**src/design/cpureg_pkg.sv**
```systemverilog
package cpureg_pkg;

    // Data and pointer widths of the architectural registers.
    localparam int DATA_W = 8;
    localparam int PTR_W  = 16;

    // Bit positions inside the condition flags register.
    localparam int CF_BIT   = 0;
    localparam int ZF_BIT   = 1;
    localparam int NF_BIT   = 2;
    localparam int PLO_BIT  = 3;
    localparam int HF_BIT   = 4;
    localparam int PHI_BIT  = 5;
    localparam int ONE6_BIT = 6;
    localparam int ONE7_BIT = 7;

    // Reset value: ones in 7,6,5,3; undefined bits chosen as zero.
    localparam logic [7:0] CF_RESET = 8'he8;

    // Interrupt priority pair encodings {high,low}.
    localparam logic [1:0] PRIO_LVL0 = 2'h2;
    localparam logic [1:0] PRIO_LVL1 = 2'h1;
    localparam logic [1:0] PRIO_LVL2 = 2'h0;
    localparam logic [1:0] PRIO_LVL3 = 2'h3;

    // Reset values of data registers and pointer.
    localparam logic [7:0]  ACC_RESET = 8'h00;
    localparam logic [7:0]  IDX_RESET = 8'h00;
    localparam logic [15:0] PTR_RESET = 16'h0000;

    // Register selectors for the internal write port.
    localparam logic [2:0] SEL_ACC   = 3'h0;
    localparam logic [2:0] SEL_IDX1  = 3'h1;
    localparam logic [2:0] SEL_IDX2  = 3'h2;
    localparam logic [2:0] SEL_PLOW  = 3'h3;
    localparam logic [2:0] SEL_PHIGH = 3'h4;
    localparam logic [2:0] SEL_FLAGS = 3'h5;

    // Branch condition codes.
    localparam logic [3:0] BR_HALF   = 4'h0;
    localparam logic [3:0] BR_NOHALF = 4'h1;
    localparam logic [3:0] BR_MINUS  = 4'h2;
    localparam logic [3:0] BR_PLUS   = 4'h3;
    localparam logic [3:0] BR_EQUAL  = 4'h4;
    localparam logic [3:0] BR_NEQUAL = 4'h5;
    localparam logic [3:0] BR_CARRY  = 4'h6;
    localparam logic [3:0] BR_NCARRY = 4'h7;

    // Flag operation classes driven by decode.
    typedef enum logic [5:0] {
        FOP_NONE  = 6'b000001,
        FOP_ADD   = 6'b000010,
        FOP_LOGIC = 6'b000100,
        FOP_ARITH = 6'b001000,
        FOP_SHIFT = 6'b010000,
        FOP_BTJ   = 6'b100000
    } cpureg_fop_type;

endpackage

```
**src/design/cpureg_core_regs.sv**
```systemverilog
// Notes on behaviour
// - Registers are off the memory map entirely.
// - Eight-bit accumulator holds operands and results.
// - Two index registers; prefix selects the second.
// - Interrupt save/restore never touches second index.
// - Sixteen-bit pointer, low and high byte halves.
// - Flag layout fixed; resets to 111x1xxx.
// - Flags push/pop and per-bit set/clear supported.
// - Half carry from bit 3 on add.
// - Half carry drives two conditional jumps.
// - Negative flag copies result bit 7.
// - Zero flag set when result is zero.
// - Carry records overflow; hardware or software writes.
// - Force set/clear, shifts, bit-test update carry.
// - Jump pairs test negative, zero and carry.
// - Priority pair encodes levels 0 to 3.
// - Interrupt entry loads pair from priority registers.
`timescale 1ns/100ps
`default_nettype none

// Architectural register set, driven only by the core's decode logic.
// There is no address port at all: nothing here is memory mapped.
module cpureg_core_regs (
    // Clock and reset.
    input  wire logic                   clk_i,
    input  wire logic                   rst_n_i,
    // Register write port from decode.
    input  wire logic                   wr_en_i,
    input  wire logic [2:0]             wr_sel_i,
    input  wire logic                   pre_second_i,
    input  wire logic [7:0]             wr_data_i,
    // Pointer sequencing.
    input  wire logic                   ptr_load_i,
    input  wire logic [15:0]            ptr_data_i,
    input  wire logic                   ptr_inc_i,
    // ALU result and flag update class.
    input  wire cpureg_pkg::cpureg_fop_type fop_i,
    input  wire logic [7:0]             alu_result_i,
    input  wire logic                   alu_half_i,
    input  wire logic                   alu_carry_i,
    input  wire logic                   alu_to_acc_i,
    // Per-bit flag control and whole-register restore.
    input  wire logic                   flag_bit_en_i,
    input  wire logic [2:0]             flag_bit_sel_i,
    input  wire logic                   flag_bit_val_i,
    input  wire logic                   carry_set_i,
    input  wire logic                   carry_clr_i,
    input  wire logic                   flags_pop_i,
    input  wire logic [7:0]             flags_pop_data_i,
    // Interrupt priority handling.
    input  wire logic                   irq_entry_i,
    input  wire logic [1:0]             irq_prio_i,
    input  wire logic                   ctx_restore_i,
    input  wire logic [7:0]             ctx_acc_i,
    input  wire logic [7:0]             ctx_idx_i,
    // Branch condition.
    input  wire logic [3:0]             br_cond_i,
    // Register outputs.
    output logic [7:0]                  acc_o,
    output logic [7:0]                  first_idx_o,
    output logic [7:0]                  second_idx_o,
    output logic [15:0]                 ptr_o,
    output logic [7:0]                  flags_o,
    output logic                        br_take_o,
    output logic                        irq_disabled_o
);
    import cpureg_pkg::*;

    ////////////////////////////////////////////////////////////////////////
    // State.

    logic [7:0]  acc_r,   acc_nxt;     // Accumulator.
    logic [7:0]  idx1_r,  idx1_nxt;    // First index.
    logic [7:0]  idx2_r,  idx2_nxt;    // Second index.
    logic [15:0] ptr_r,   ptr_nxt;     // Next instruction pointer.
    logic [7:0]  flags_r, flags_nxt;   // Condition flags.
    logic        take_r,  take_nxt;    // Registered branch decision.
    logic        irq_dis_r, irq_dis_nxt; // Registered level-3 (interrupts off) indication.
    logic        ev_neg;               // Computed negative.
    logic        ev_zero;              // Computed zero.
    logic        ev_half;              // Computed half carry.
    logic        take_c;               // Combinational branch decision.

    ////////////////////////////////////////////////////////////////////////
    // Helpers.

    cpureg_flag_eval u_eval (
        .result_i (alu_result_i),
        .half_i   (alu_half_i),
        .neg_o    (ev_neg),
        .zero_o   (ev_zero),
        .half_o   (ev_half)
    );

    // The decision is taken on the next-cycle flags so it matches what is stored.
    cpureg_branch_test u_branch (
        .cond_i  (br_cond_i),
        .flags_i (flags_nxt),
        .take_o  (take_c)
    );

    ////////////////////////////////////////////////////////////////////////
    // Data registers and pointer.

    // Decode writes steer one register; the prefix redirects first to second index.
    always_comb begin
        acc_nxt  = acc_r;
        idx1_nxt = idx1_r;
        idx2_nxt = idx2_r;
        ptr_nxt  = ptr_r;
        if (alu_to_acc_i) begin
            acc_nxt = alu_result_i;
        end
        if (wr_en_i) begin
            case (wr_sel_i)
                SEL_ACC:  acc_nxt = wr_data_i;
                SEL_IDX1: begin
                    if (pre_second_i) begin
                        idx2_nxt = wr_data_i;
                    end else begin
                        idx1_nxt = wr_data_i;
                    end
                end
                SEL_IDX2:  idx2_nxt = wr_data_i;
                SEL_PLOW:  ptr_nxt[7:0] = wr_data_i;
                SEL_PHIGH: ptr_nxt[15:8] = wr_data_i;
                default: begin
                end
            endcase
        end
        // Context restore reloads accumulator and first index only.
        if (ctx_restore_i) begin
            acc_nxt  = ctx_acc_i;
            idx1_nxt = ctx_idx_i;
        end
        if (ptr_load_i) begin
            ptr_nxt = ptr_data_i;
        end else if (ptr_inc_i) begin
            ptr_nxt = ptr_r + 16'h0001;
        end
    end

    // Registers only.
    always_ff @(posedge clk_i) begin
        if (!rst_n_i) begin
            acc_r  <= ACC_RESET;
            idx1_r <= IDX_RESET;
            idx2_r <= IDX_RESET;
            ptr_r  <= PTR_RESET;
        end else begin
            acc_r  <= acc_nxt;
            idx1_r <= idx1_nxt;
            idx2_r <= idx2_nxt;
            ptr_r  <= ptr_nxt;
        end
    end

    ////////////////////////////////////////////////////////////////////////
    // Condition flags.

    // Lower priority updates first, later statements override. Flags not
    // named by an operation class keep their value.
    always_comb begin
        flags_nxt = flags_r;
        case (fop_i)
            FOP_ADD: begin
                flags_nxt[HF_BIT] = ev_half;
                flags_nxt[NF_BIT] = ev_neg;
                flags_nxt[ZF_BIT] = ev_zero;
                flags_nxt[CF_BIT] = alu_carry_i;
            end
            FOP_ARITH: begin
                flags_nxt[NF_BIT] = ev_neg;
                flags_nxt[ZF_BIT] = ev_zero;
                flags_nxt[CF_BIT] = alu_carry_i;
            end
            FOP_SHIFT: begin
                flags_nxt[NF_BIT] = ev_neg;
                flags_nxt[ZF_BIT] = ev_zero;
                flags_nxt[CF_BIT] = alu_carry_i;
            end
            FOP_LOGIC: begin
                flags_nxt[NF_BIT] = ev_neg;
                flags_nxt[ZF_BIT] = ev_zero;
            end
            FOP_BTJ: begin
                flags_nxt[CF_BIT] = alu_carry_i;
            end
            default: begin
            end
        endcase
        if (flag_bit_en_i) begin
            flags_nxt[flag_bit_sel_i] = flag_bit_val_i;
        end
        if (carry_set_i) begin
            flags_nxt[CF_BIT] = 1'b1;
        end else if (carry_clr_i) begin
            flags_nxt[CF_BIT] = 1'b0;
        end
        if (flags_pop_i) begin
            flags_nxt = flags_pop_data_i;
        end
        // Interrupt entry loads the priority pair last so it always wins.
        if (irq_entry_i) begin
            flags_nxt[PHI_BIT] = irq_prio_i[1];
            flags_nxt[PLO_BIT] = irq_prio_i[0];
        end
        // Top two bits are hard ones; a pop cannot clear them.
        flags_nxt[ONE7_BIT] = 1'b1;
        flags_nxt[ONE6_BIT] = 1'b1;
        take_nxt = take_c;
        // Decoded from the next flags so the output can come from its own flop.
        irq_dis_nxt = ({flags_nxt[PHI_BIT], flags_nxt[PLO_BIT]} == PRIO_LVL3);
    end

    // Registers only.
    always_ff @(posedge clk_i) begin
        if (!rst_n_i) begin
            flags_r   <= CF_RESET;
            take_r    <= 1'b0;
            irq_dis_r <= CF_RESET[PHI_BIT] & CF_RESET[PLO_BIT];
        end else begin
            flags_r   <= flags_nxt;
            take_r    <= take_nxt;
            irq_dis_r <= irq_dis_nxt;
        end
    end

    ////////////////////////////////////////////////////////////////////////
    // Outputs, all straight from flip-flops.

    assign acc_o          = acc_r;
    assign first_idx_o    = idx1_r;
    assign second_idx_o   = idx2_r;
    assign ptr_o          = ptr_r;
    assign flags_o        = flags_r;
    assign br_take_o      = take_r;
    // Level 3 is both pair bits set; kept in its own flop.
    assign irq_disabled_o = irq_dis_r;

    ////////////////////////////////////////////////////////////////////////
    // Assertions.

    fixed_ones_a: assert property (@(posedge clk_i) disable iff (!rst_n_i)
        flags_o[7:6] == 2'h3)
        else $error("Fixed flag bits not one.");

    second_kept_a: assert property (@(posedge clk_i) disable iff (!rst_n_i)
        (ctx_restore_i && !wr_en_i) |=> second_idx_o == $past(second_idx_o))
        else $error("Second index changed on restore.");

    half_add_a: assert property (@(posedge clk_i) disable iff (!rst_n_i)
        (fop_i == FOP_ADD && !flag_bit_en_i && !flags_pop_i)
        |=> flags_o[HF_BIT] == $past(alu_half_i))
        else $error("Half carry not loaded on add.");

    neg_copy_a: assert property (@(posedge clk_i) disable iff (!rst_n_i)
        (fop_i inside {FOP_ADD, FOP_ARITH, FOP_LOGIC, FOP_SHIFT}
         && !flag_bit_en_i && !flags_pop_i)
        |=> flags_o[NF_BIT] == $past(alu_result_i[7]))
        else $error("Negative flag mismatch.");

    zero_det_a: assert property (@(posedge clk_i) disable iff (!rst_n_i)
        (fop_i == FOP_LOGIC && !flag_bit_en_i && !flags_pop_i)
        |=> flags_o[ZF_BIT] == ($past(alu_result_i) == 8'h00))
        else $error("Zero flag mismatch.");

    carry_force_a: assert property (@(posedge clk_i) disable iff (!rst_n_i)
        (carry_set_i && !flags_pop_i) |=> flags_o[CF_BIT])
        else $error("Carry not forced set.");

    flags_hold_a: assert property (@(posedge clk_i) disable iff (!rst_n_i)
        (fop_i == FOP_NONE && !flag_bit_en_i && !carry_set_i && !carry_clr_i
         && !flags_pop_i && !irq_entry_i) |=> $stable(flags_o))
        else $error("Flags changed without cause.");

    prio_load_a: assert property (@(posedge clk_i) disable iff (!rst_n_i)
        irq_entry_i |=> {flags_o[PHI_BIT], flags_o[PLO_BIT]} == $past(irq_prio_i))
        else $error("Priority pair not loaded.");

    branch_carry_a: assert property (@(posedge clk_i) disable iff (!rst_n_i)
        ##1 ($past(br_cond_i) == BR_CARRY) |-> br_take_o == flags_o[CF_BIT])
        else $error("Carry branch decision wrong.");

    ptr_inc_a: assert property (@(posedge clk_i) disable iff (!rst_n_i)
        (ptr_inc_i && !ptr_load_i && !wr_en_i) |=> ptr_o == $past(ptr_o) + 16'h0001)
        else $error("Pointer did not advance.");

endmodule
`default_nettype wire

```
**src/design/cpureg_flag_eval.sv**
```systemverilog
`timescale 1ns/100ps
`default_nettype none

// Computes flag values from an ALU result; purely combinational.
module cpureg_flag_eval (
    // ALU result inputs.
    input  wire logic [7:0] result_i,
    input  wire logic       half_i,
    // Computed flags.
    output logic            neg_o,
    output logic            zero_o,
    output logic            half_o
);
    import cpureg_pkg::*;

    // Sign copy, zero detect and half carry pass-through.
    always_comb begin
        neg_o  = result_i[DATA_W-1];
        zero_o = (result_i == 8'h00);
        half_o = half_i;
    end

endmodule
`default_nettype wire

```
**src/design/cpureg_branch_test.sv**
```systemverilog
`timescale 1ns/100ps
`default_nettype none

// Evaluates a branch condition against the flags it is given (the next-cycle flags in the core).
module cpureg_branch_test (
    // Condition select and flags.
    input  wire logic [3:0] cond_i,
    input  wire logic [7:0] flags_i,
    // Branch decision.
    output logic            take_o
);
    import cpureg_pkg::*;

    // One pair of conditions per tested flag.
    always_comb begin
        case (cond_i)
            BR_HALF:   take_o = flags_i[HF_BIT];
            BR_NOHALF: take_o = !flags_i[HF_BIT];
            BR_MINUS:  take_o = flags_i[NF_BIT];
            BR_PLUS:   take_o = !flags_i[NF_BIT];
            BR_EQUAL:  take_o = flags_i[ZF_BIT];
            BR_NEQUAL: take_o = !flags_i[ZF_BIT];
            BR_CARRY:  take_o = flags_i[CF_BIT];
            BR_NCARRY: take_o = !flags_i[CF_BIT];
            default:   take_o = 1'b0;
        endcase
    end

endmodule
`default_nettype wire

```
**config.mk**
```make
export PLATFORM = sky130hd
export DESIGN_NAME = cpureg_core_regs
export DESIGN_NICKNAME = d
export VERILOG_FILES = /design/src/design/cpureg_pkg.sv /design/src/design/cpureg_core_regs.sv /design/src/design/cpureg_flag_eval.sv /design/src/design/cpureg_branch_test.sv
export SDC_FILE = /design/constraint.sdc
export NUM_CORES = 1
export LEC_CHECK = 0
export BUFFER_PORTS_ARGS = -buffer_cell sky130_fd_sc_hd__buf_2
export CAP_MARGIN = 10
export CORE_MARGIN = 2
export CORE_UTILIZATION = 30
export CTS_CLUSTER_DIAMETER = 30
export DETAILED_ROUTE_END_ITERATION = 7
export PLACE_DENSITY_LB_ADDON = 0.15
export SLEW_MARGIN = 20
export SYNTH_ARGS = -nofsm -noshare
export SYNTH_HDL_FRONTEND = slang
export SYNTH_HIERARCHICAL = 1
export SYNTH_SLANG_ARGS = --single-unit
```
**constraint.sdc**
```tcl
create_clock -name clk_i -period 2.1 [get_ports clk_i]
set_clock_uncertainty 0.2 [all_clocks]
set_input_delay 0.105 -clock clk_i [delete_from_list [all_inputs] [get_ports clk_i]]
set_output_delay 0.105 -clock clk_i [all_outputs]
set_load 0.005 [all_outputs]
```
* After elaboration in Yosys (flattened, before gate mapping)
Cells that the tools add are included.
** Storage, ports and cells
- Register bits :: 49
** Operators by class
- Add/subtract/negate cells :: 1
- Order comparisons :: 2
- Equal/unequal tests :: 19
- Muxes and demuxes :: 28
- Reduce and logical (&&, ||, !) cells :: 20
** Operators with widths (count)
- 2-to-1 mux 8 bit :: 11
- 2-to-1 mux 16 bit :: 3
- adder 16 x 1 -> 16 bit, second input constant :: 1
- == test 4 x 3 -> 1 bit, second input constant :: 4
- case mux 8 bit (2 select lines) :: 1
- 2-to-1 mux 6 bit :: 2
- nonzero test 3 bit :: 3
- bitwise mux 8 bit :: 1
- == test 4 x 2 -> 1 bit, second input constant :: 2
- zero test 8 bit :: 1
- case mux 1 bit (8 select lines) :: 1
- OR reduction 4 bit :: 2
- 2-to-1 mux 1 bit :: 7
- == test 3 x 2 -> 1 bit, second input constant :: 2
- == test 6 x 2 -> 1 bit, second input constant :: 1
- == test 6 x 3 -> 1 bit, second input constant :: 1
- == test 6 x 4 -> 1 bit, second input constant :: 1
- == test 6 x 5 -> 1 bit, second input constant :: 1
- == test 6 bit, second input constant :: 1
- AND reduction 3 bit :: 2
- nonzero test 2 bit :: 3
- == test 4 x 1 -> 1 bit, second input constant :: 1
- zero test 1 bit :: 4
- zero test 4 bit :: 1
- 12 further kinds :: 13

* Longest topological paths before layout
Gate-level depths: netlist of the first run.
- Word-level depth :: 11
- Gate-level depth with buffers :: 10
- Gate-level depth less buffers :: 9

* By module
Netlist of the first run, hierarchy kept.
** By module, submodules not included
- cpureg_core_regs :: times used 1, cells an instance 364, area an instance 2957.8 um2, sequential area each 960.9 um2
- cpureg_branch_test :: times used 1, cells an instance 3, area an instance 35.0 um2, sequential area each 0.0 um2
- cpureg_flag_eval :: times used 1, cells an instance 5, area an instance 33.8 um2, sequential area each 0.0 um2

* Worst setup path before layout of the first run
No wires, ideal clock.
- Path type :: input -> register
- Start point :: input port alu_result_i[7]
- End point :: register take_r (netlist: br_take_o)
- Library setup time :: 0.115 ns
- Arrival :: 1.750 ns
- Required time :: 1.785 ns
- Path slack :: 0.035 ns
- Stages on the path :: 9
- Path buffers :: 0
- Cells stage by stage :: or4_1 > nor2_1 > nor2_1 > mux2_2 > a211oi_1 > mux4_2 > xnor2_1 > nor2_1 > and2_1
** Between the ends
- Cells in the longest elaborated chain, start to end :: 7
- Elaborated cells between the ends (all ways) :: 8
- Those cells by class :: mux (5); reduce/logical (3)
** RTL lines
- start: declaration :: RTL line cpureg_core_regs.sv:38 : input wire logic [7:0] alu_result_i,
- zero test 8 bit (*) :: RTL line cpureg_flag_eval.sv:19 : zero_o = (result_i == 8'h00);
- via ev_zero :: RTL line cpureg_core_regs.sv:80 : logic ev_zero;
- 2-to-1 mux 2 bit (*) :: RTL line cpureg_core_regs.sv:165 : case (fop_i)
- bitwise mux 8 bit :: RTL line cpureg_core_regs.sv:193 : flags_nxt[flag_bit_sel_i] = flag_bit_val_i;
- 2-to-1 mux 6 bit (*) :: RTL line cpureg_core_regs.sv:192 : if (flag_bit_en_i) begin
- 2-to-1 mux 6 bit (*) :: RTL line cpureg_core_regs.sv:200 : if (flags_pop_i) begin
- via flags_nxt[1] :: RTL line cpureg_core_regs.sv:76 : logic [7:0] flags_r, flags_nxt;
- zero test 1 bit :: RTL line cpureg_branch_test.sv:22 : BR_NEQUAL: take_o = !flags_i[ZF_BIT];
- case mux 1 bit (8 select lines) (*) :: RTL line cpureg_branch_test.sv:16 : case (cond_i)
- via take_c :: RTL line cpureg_core_regs.sv:82 : logic take_c;
- end signal: assignment :: RTL line cpureg_core_regs.sv:224 : take_r <= take_nxt;
- end: declaration :: RTL line cpureg_core_regs.sv:77 : logic take_r, take_nxt;
The timed path passes the listed nets; every way through them passes the cells marked *.
A chain may end at the register's enable or synchronous reset.

* Worst setup path in the final report of the first run
- Start point :: input port alu_result_i[1]
- End point :: register take_r (netlist: br_take_o)
Same word-level chain as after synthesis.

==> results of run 1 <==
per-stage QoR:
step / setup WS [ns] / cells / setup TNS (ns)
after floorplan: 0.0353 / 371 / 0
after global placement: -0.162 / 638 / -0.162
after detailed placement: -0.200 / 638 / -0.200
after CTS: 0.0650 / 693 / 0
after global routing: 0.0140 / 693 / 0
final: 0.106 / 693 / 0
layout by cell type, fill, tap and decap left out, drive strengths merged, types with 4 or more instances in the layout:
cell         instances
inv                  7
clkbuf               5
buf                159
nand2               22
nor2                57
and4                 4
nand2b               8
nor2b                4
mux2i               32
nand3                4
a311oi               5
clkinv               4
nand4                4
mux2                11
dlygate4sd3         47
o21ai               18
nor3                11
a211o                8
and3                 4
a211oi              11
or3                  5
a21oi               32
dfxtp               48
a221oi               4
report_power, final:
part	leakage, µW	internal (µW)	switching (µW)
clock	0.0000479	233	344
combinational	0.00162	335	309
sequential	0.000397	973	41.0
critical path, delay by kind of cell:
kind                   cells  cell delay, ns
AND/OR/NAND/NOR            5            0.92
multiplexers               2            0.55
AO/OA/AOI/OAI              1            0.22
buffers and inverters      1            0.11
XOR/XNOR                   1            0.11
what timing repair did:
| item | 4_1_cts | 5_1_grt |
|---|---|---|
| hold buffers | 47 | 0 |
| endpoints found under the hold margin | 42 | 0 |
| gates resized for setup | 0 | 4 |
| endpoints found under the setup margin | 0 | 1 |
layer usage:
layer / track usage / vias to the layer above / part of all wire
met2: 0.332 / 125 / 0.46
met5: 0 / - / 0
met3: 0.0432 / 7 / 0.064
met1: 0.259 / 1607 / 0.47
li1: - / 1743 / -
met4: 0.0290 / 0 / 0.0061
cell type report:
type	count	area (µm²)	area share
Tap cell	133	166	0.0370
Sequential cell	48	962	0.214
Timing Repair Buffer	206	1330	0.295
Clock buffer	5	68.8	0.0153
Inverter	8	30.0	0.00667
Clock inverter	3	18.8	0.00417
Multi-Input combinational cell	290	1930	0.428
sequential cells by signal, summed over array words and instances (netlist names):
register        cells
second_idx_o        8
irq_disabled_o      1
br_take_o           1
first_idx_o         8
acc_o               8
flags_o             6
ptr_o              16
final timing paths:
kind                            cells past startpoint                           end                          from  slack (ns)
worst max-delay path                               10          br_take_o$_SDFF_PN0_               alu_result_i[1]        0.11
worst min-delay path                                3        ptr_o[13]$_SDFFE_PN0P_                ptr_data_i[13]       0.005
worst max register to register                      7         ptr_o[5]$_SDFFE_PN0P_         ptr_o[2]$_SDFFE_PN0P_        0.13
worst min register to register                      2  second_idx_o[5]$_SDFFE_PN0P_  second_idx_o[5]$_SDFFE_PN0P_        0.31
==> flow_metrics.env, run 1 <==
export IMPL_status="complete, no violations"
export IMPL_cts_sinks=48
export IMPL_grt_pass1_wl_um=17400
export IMPL_grt_pass1_vias=3439
export IMPL_final_util=0.460
export IMPL_route_detailed_drc=0
export IMPL_die_y_um=104
export IMPL_power_density_nw_per_um2=497
export IMPL_p_leak_uw=0.00207
export IMPL_fillers=1016
export IMPL_worst_pin_slew_ns=0.529
export IMPL_grt_max_degree=30
export IMPL_dr_pass1_iters=4
export IMPL_power_uw=2240
export IMPL_final_hold_viol_count=0
export IMPL_max_freq_mhz=501
export IMPL_arrival_ns=2.01
export IMPL_grt_util_all_layers=0.196
export IMPL_cts_setup_buffers=0
export IMPL_syn_inst=370
export IMPL_endpoint_kind="flop"
export IMPL_ys_warn_count=6
export IMPL_hp_class="in -> reg"
export IMPL_worstSetupPathType="in -> reg"
export IMPL_placementRows=36
export IMPL_placed_cell_area_um2=3930
export IMPL_drtIter0Drc=135
export IMPL_synth_area_per_cell_um2=8.16
export IMPL_cts_tree="yes"
export IMPL_h_tree_depth=2
export IMPL_vdd_drop_max_mv=0.316
export IMPL_io_buffers=135
export IMPL_fin_crit_ns=1.99
export IMPL_cts_buffers=5
export IMPL_overflow=0
export IMPL_vias=3482
export IMPL_clk_latency_ns=0.31
export IMPL_hold_ws_ns=0.00526
export IMPL_syn_area_um2=3020
export IMPL_gp_congestion=0.810
export IMPL_setup_violations_final=0
export IMPL_cap_violations=0
export IMPL_io_pins=140
export IMPL_root_buffer="clkbuf_8"
export IMPL_wl_um=10600
export IMPL_hpwlAfterDp_um=7670
export IMPL_stdcell_area_um2=4500
export IMPL_cp_max_fo=2
export IMPL_area_growth_pct=49.1
export IMPL_cp_slowest_cell="or4_1"
export IMPL_diodes=0
export IMPL_die_area_um2=10900
export IMPL_antenna_found_initial=0
export IMPL_start_util=0.309
export IMPL_die_w_um=104
export IMPL_drive_gt1_frac=0.336
export IMPL_fin_nets=650
export IMPL_slew_violations=0
export IMPL_max_slew_margin=0.646
export IMPL_rsz0062_at_grt="no"
export IMPL_start_kind="input port"
export IMPL_ant_nets=0
export IMPL_path_cells="buf_2, or4_1, nor2_1, nor2_1, mux2_2, a211oi_1, mux4_2, xnor2_1, nor2_1, and2_1"
export IMPL_vias_per_cell=5.02
export IMPL_required_ns=2.11
export IMPL_clk_path_buf_depth=2
export IMPL_cts_clk_slew_worst_paths_ns=0.10
export IMPL_wire_per_inst_um=15.3
export IMPL_fin_crit_sh=0.950
export IMPL_slowest_delay_ns=0.55
export IMPL_core_area_um2=9770
export IMPL_crit_top_cell="nor2_1"
Note: power is estimated with default switching activity, not from simulation.
==> inputs of run 2 (changes only) <==
- PLACE_DENSITY: default -> 0.6
- PLACE_DENSITY_LB_ADDON: 0.15 -> default
- TNS_END_PERCENT: default -> 1
==> run 2 against run 1 <==
  * Die area is the same
  * Utilization shrank 0.37 points
  * Final area shrank 0.81%
  * Clock-buffer cell count is the same
  * Critical path depth is the same
  * First-iteration DRC count grew 67%
  * Via count grew 1.5%
  * Combinational power shrank 2%
  * Worst hold slack gained 0.021 ns
  * Wire length grew 2.1%
  * Largest cell class unchanged
  * Fmax shrank 0.54%
  * Power shrank 0.74%
  * Critical path type unchanged
==> flow_metrics.env, run 2 (synthesis results as in run 1) <==
export IMPL_status="complete, no violations"
export IMPL_hpwlAfterDp_um=7790
export IMPL_die_area_um2=10900
export IMPL_vias_per_cell=5.12
export IMPL_post_place_ws_ns=-0.244
export IMPL_min_from="ptr_data_i[14]"
export IMPL_vdd_drop_max_mv=0.320
export IMPL_worstHoldPathCells=4
export IMPL_wl_um=10900
export IMPL_fin_cells=690
export IMPL_cts_tree="yes"
export IMPL_setup_violations_final=0
export IMPL_worst_pin_slew_ns=0.520
export IMPL_gp_congestion=0.855
export IMPL_required_ns=2.10
export IMPL_worstSetupPathType="in -> reg"
export IMPL_diodes=0
export IMPL_die_y_um=104
export IMPL_die_w_um=104
export IMPL_rsz0062_at_grt="no"
export IMPL_power_density_nw_per_um2=497
export IMPL_cts_clk_slew_worst_paths_ns=0.10
export IMPL_fin_crit_ns=2.01
export IMPL_dr_pass1_iters=4
export IMPL_fin_nets=648
export IMPL_drtIter0Drc=225
export IMPL_start_util=0.309
export IMPL_worst_slack_ns=0.0947
export IMPL_slew_violations=0
export IMPL_max_slew_margin=0.653
export IMPL_layout_common_cells="135 x buf_2, 55 x nor2_1, 47 x dfxtp_1"
export IMPL_cts_setup_buffers=0
export IMPL_area_growth_pct=47.9
export IMPL_clk_latency_ns=0.30
export IMPL_drive_gt1_frac=0.334
export IMPL_start_kind="input port"
export IMPL_root_buffer="clkbuf_8"
export IMPL_r2r_worst_path_cells=5
export IMPL_setup_tns_ns=0
export IMPL_cts_sinks=48
export IMPL_io_buffers=135
export IMPL_ant_nets=0
export IMPL_cp_max_fo=5
export IMPL_p_leak_uw=0.00204
export IMPL_h_tree_depth=2
export IMPL_grt_pass1_vias=3596
export IMPL_holdPathEnd="ptr_o[14]$_SDFFE_PN0P_"
export IMPL_grt_util_all_layers=0.193
export IMPL_vias=3535
export IMPL_route_detailed_drc=0
export IMPL_cap_violations=0
export IMPL_grt_pass1_wl_um=17400
export IMPL_hp_class="in -> reg"
export IMPL_arrival_ns=2.00
export IMPL_overflow=0
export IMPL_wire_per_inst_um=15.7
export IMPL_antenna_found_initial=0
export IMPL_grt_max_degree=33
export IMPL_max_freq_mhz=499
export IMPL_core_area_um2=9770
export IMPL_fin_crit_sh=0.955
export IMPL_final_hold_viol_count=0
export IMPL_regToRegSetupSlack_ns=0.17
export IMPL_dp_cells=638
export IMPL_power_uw=2220
export IMPL_io_pins=140
export IMPL_hold_ws_ns=0.0263
export IMPL_final_common_cell="buf_2"
export IMPL_endpoint_kind="flop"
export IMPL_largest_reg_flops=16
export IMPL_cts_buffers=5
export IMPL_clk_path_buf_depth=2
export IMPL_rr_startpoint="ptr_o[3]$_SDFFE_PN0P_"
export IMPL_timing_rr_end="ptr_o[13]$_SDFFE_PN0P_"
export IMPL_placementRows=36
## run 2: cell count changes in the layout (fill, tap and decap cells not counted)
cell,previous run,this run
a221oi_2,2,0
o21ai_0,16,17
o21ai_1,2,1
clkinv_2,2,1
a221oi_1,2,4
clkinvlp_4,0,1
nor2_1,56,55
nor2_2,1,2
dlygate4sd3_1,47,45
clkinv_4,1,0
## run 2: cell type report
| class | instances | area, µm² |
|---|---|---|
| clock inverters | 2 | 12.5 |
| multi-input cells | 290 | 1920 |
| flip-flops and latches | 48 | 962 |
| well taps | 133 | 166 |
| repair buffers | 204 | 1310 |
| clock buffers | 5 | 68.8 |
| fillers | 986 | 5310 |
| inverters | 8 | 30.0 |
## run 2: routing by layer
layer / vias up / track usage / share of wire
met5: - / 0 / 0
li1: 1736 / - / -
met4: 0 / 0.0386 / 0.0094
met3: 8 / 0.0445 / 0.065
met2: 138 / 0.328 / 0.46
met1: 1653 / 0.249 / 0.47
## run 2: worst max-delay path by stage
stage	cells past startpoint	endpoint	slack (ns)	from
finish	10	br_take_o$_SDFF_PN0_	0.09	fop_i[3]
global route	10	br_take_o$_SDFF_PN0_	0.003	alu_result_i[1]
detailed placement	10	br_take_o$_SDFF_PN0_	-0.24	alu_result_i[7]
global placement	10	br_take_o$_SDFF_PN0_	-0.22	alu_result_i[7]
floorplan	9	br_take_o$_SDFF_PN0_	0.04	alu_result_i[7]
CTS	10	br_take_o$_SDFF_PN0_	0.07	alu_result_i[7]
## run 2: per-stage QoR
step / cell area, µm² / utilization
floorplan: 3020 / -
global placement: 3930 / 0.402
detailed placement: 3930 / 0.402
CTS: 4460 / 0.456
global route: 4460 / 0.457
finish: 4460 / 0.457
## run 2: power by group
part / internal, µW / switching (µW) / total (µW)
sequential: 973 / 48.0 / 1020
clock: 227 / 337 / 564
combinational: 328 / 306 / 634
total: 1530 / 690 / 2220
## run 2: critical path: stages
cell	delay (ns)
buf_2	0.13
nor4b_1	0.43
a211oi_1	0.12
mux2i_1	0.17
nand3b_1	0.10
and2_1	0.14
mux4_2	0.47
xnor2_1	0.16
nor2_1	0.05
and2_1	0.14
## run 2: timing repair
item / 4_1_cts / 5_1_grt
endpoints found under the setup margin: 0 / 2
hold buffers: 45 / 0
endpoints found under the hold margin: 43 / 0
gates resized for setup: 0 / 2
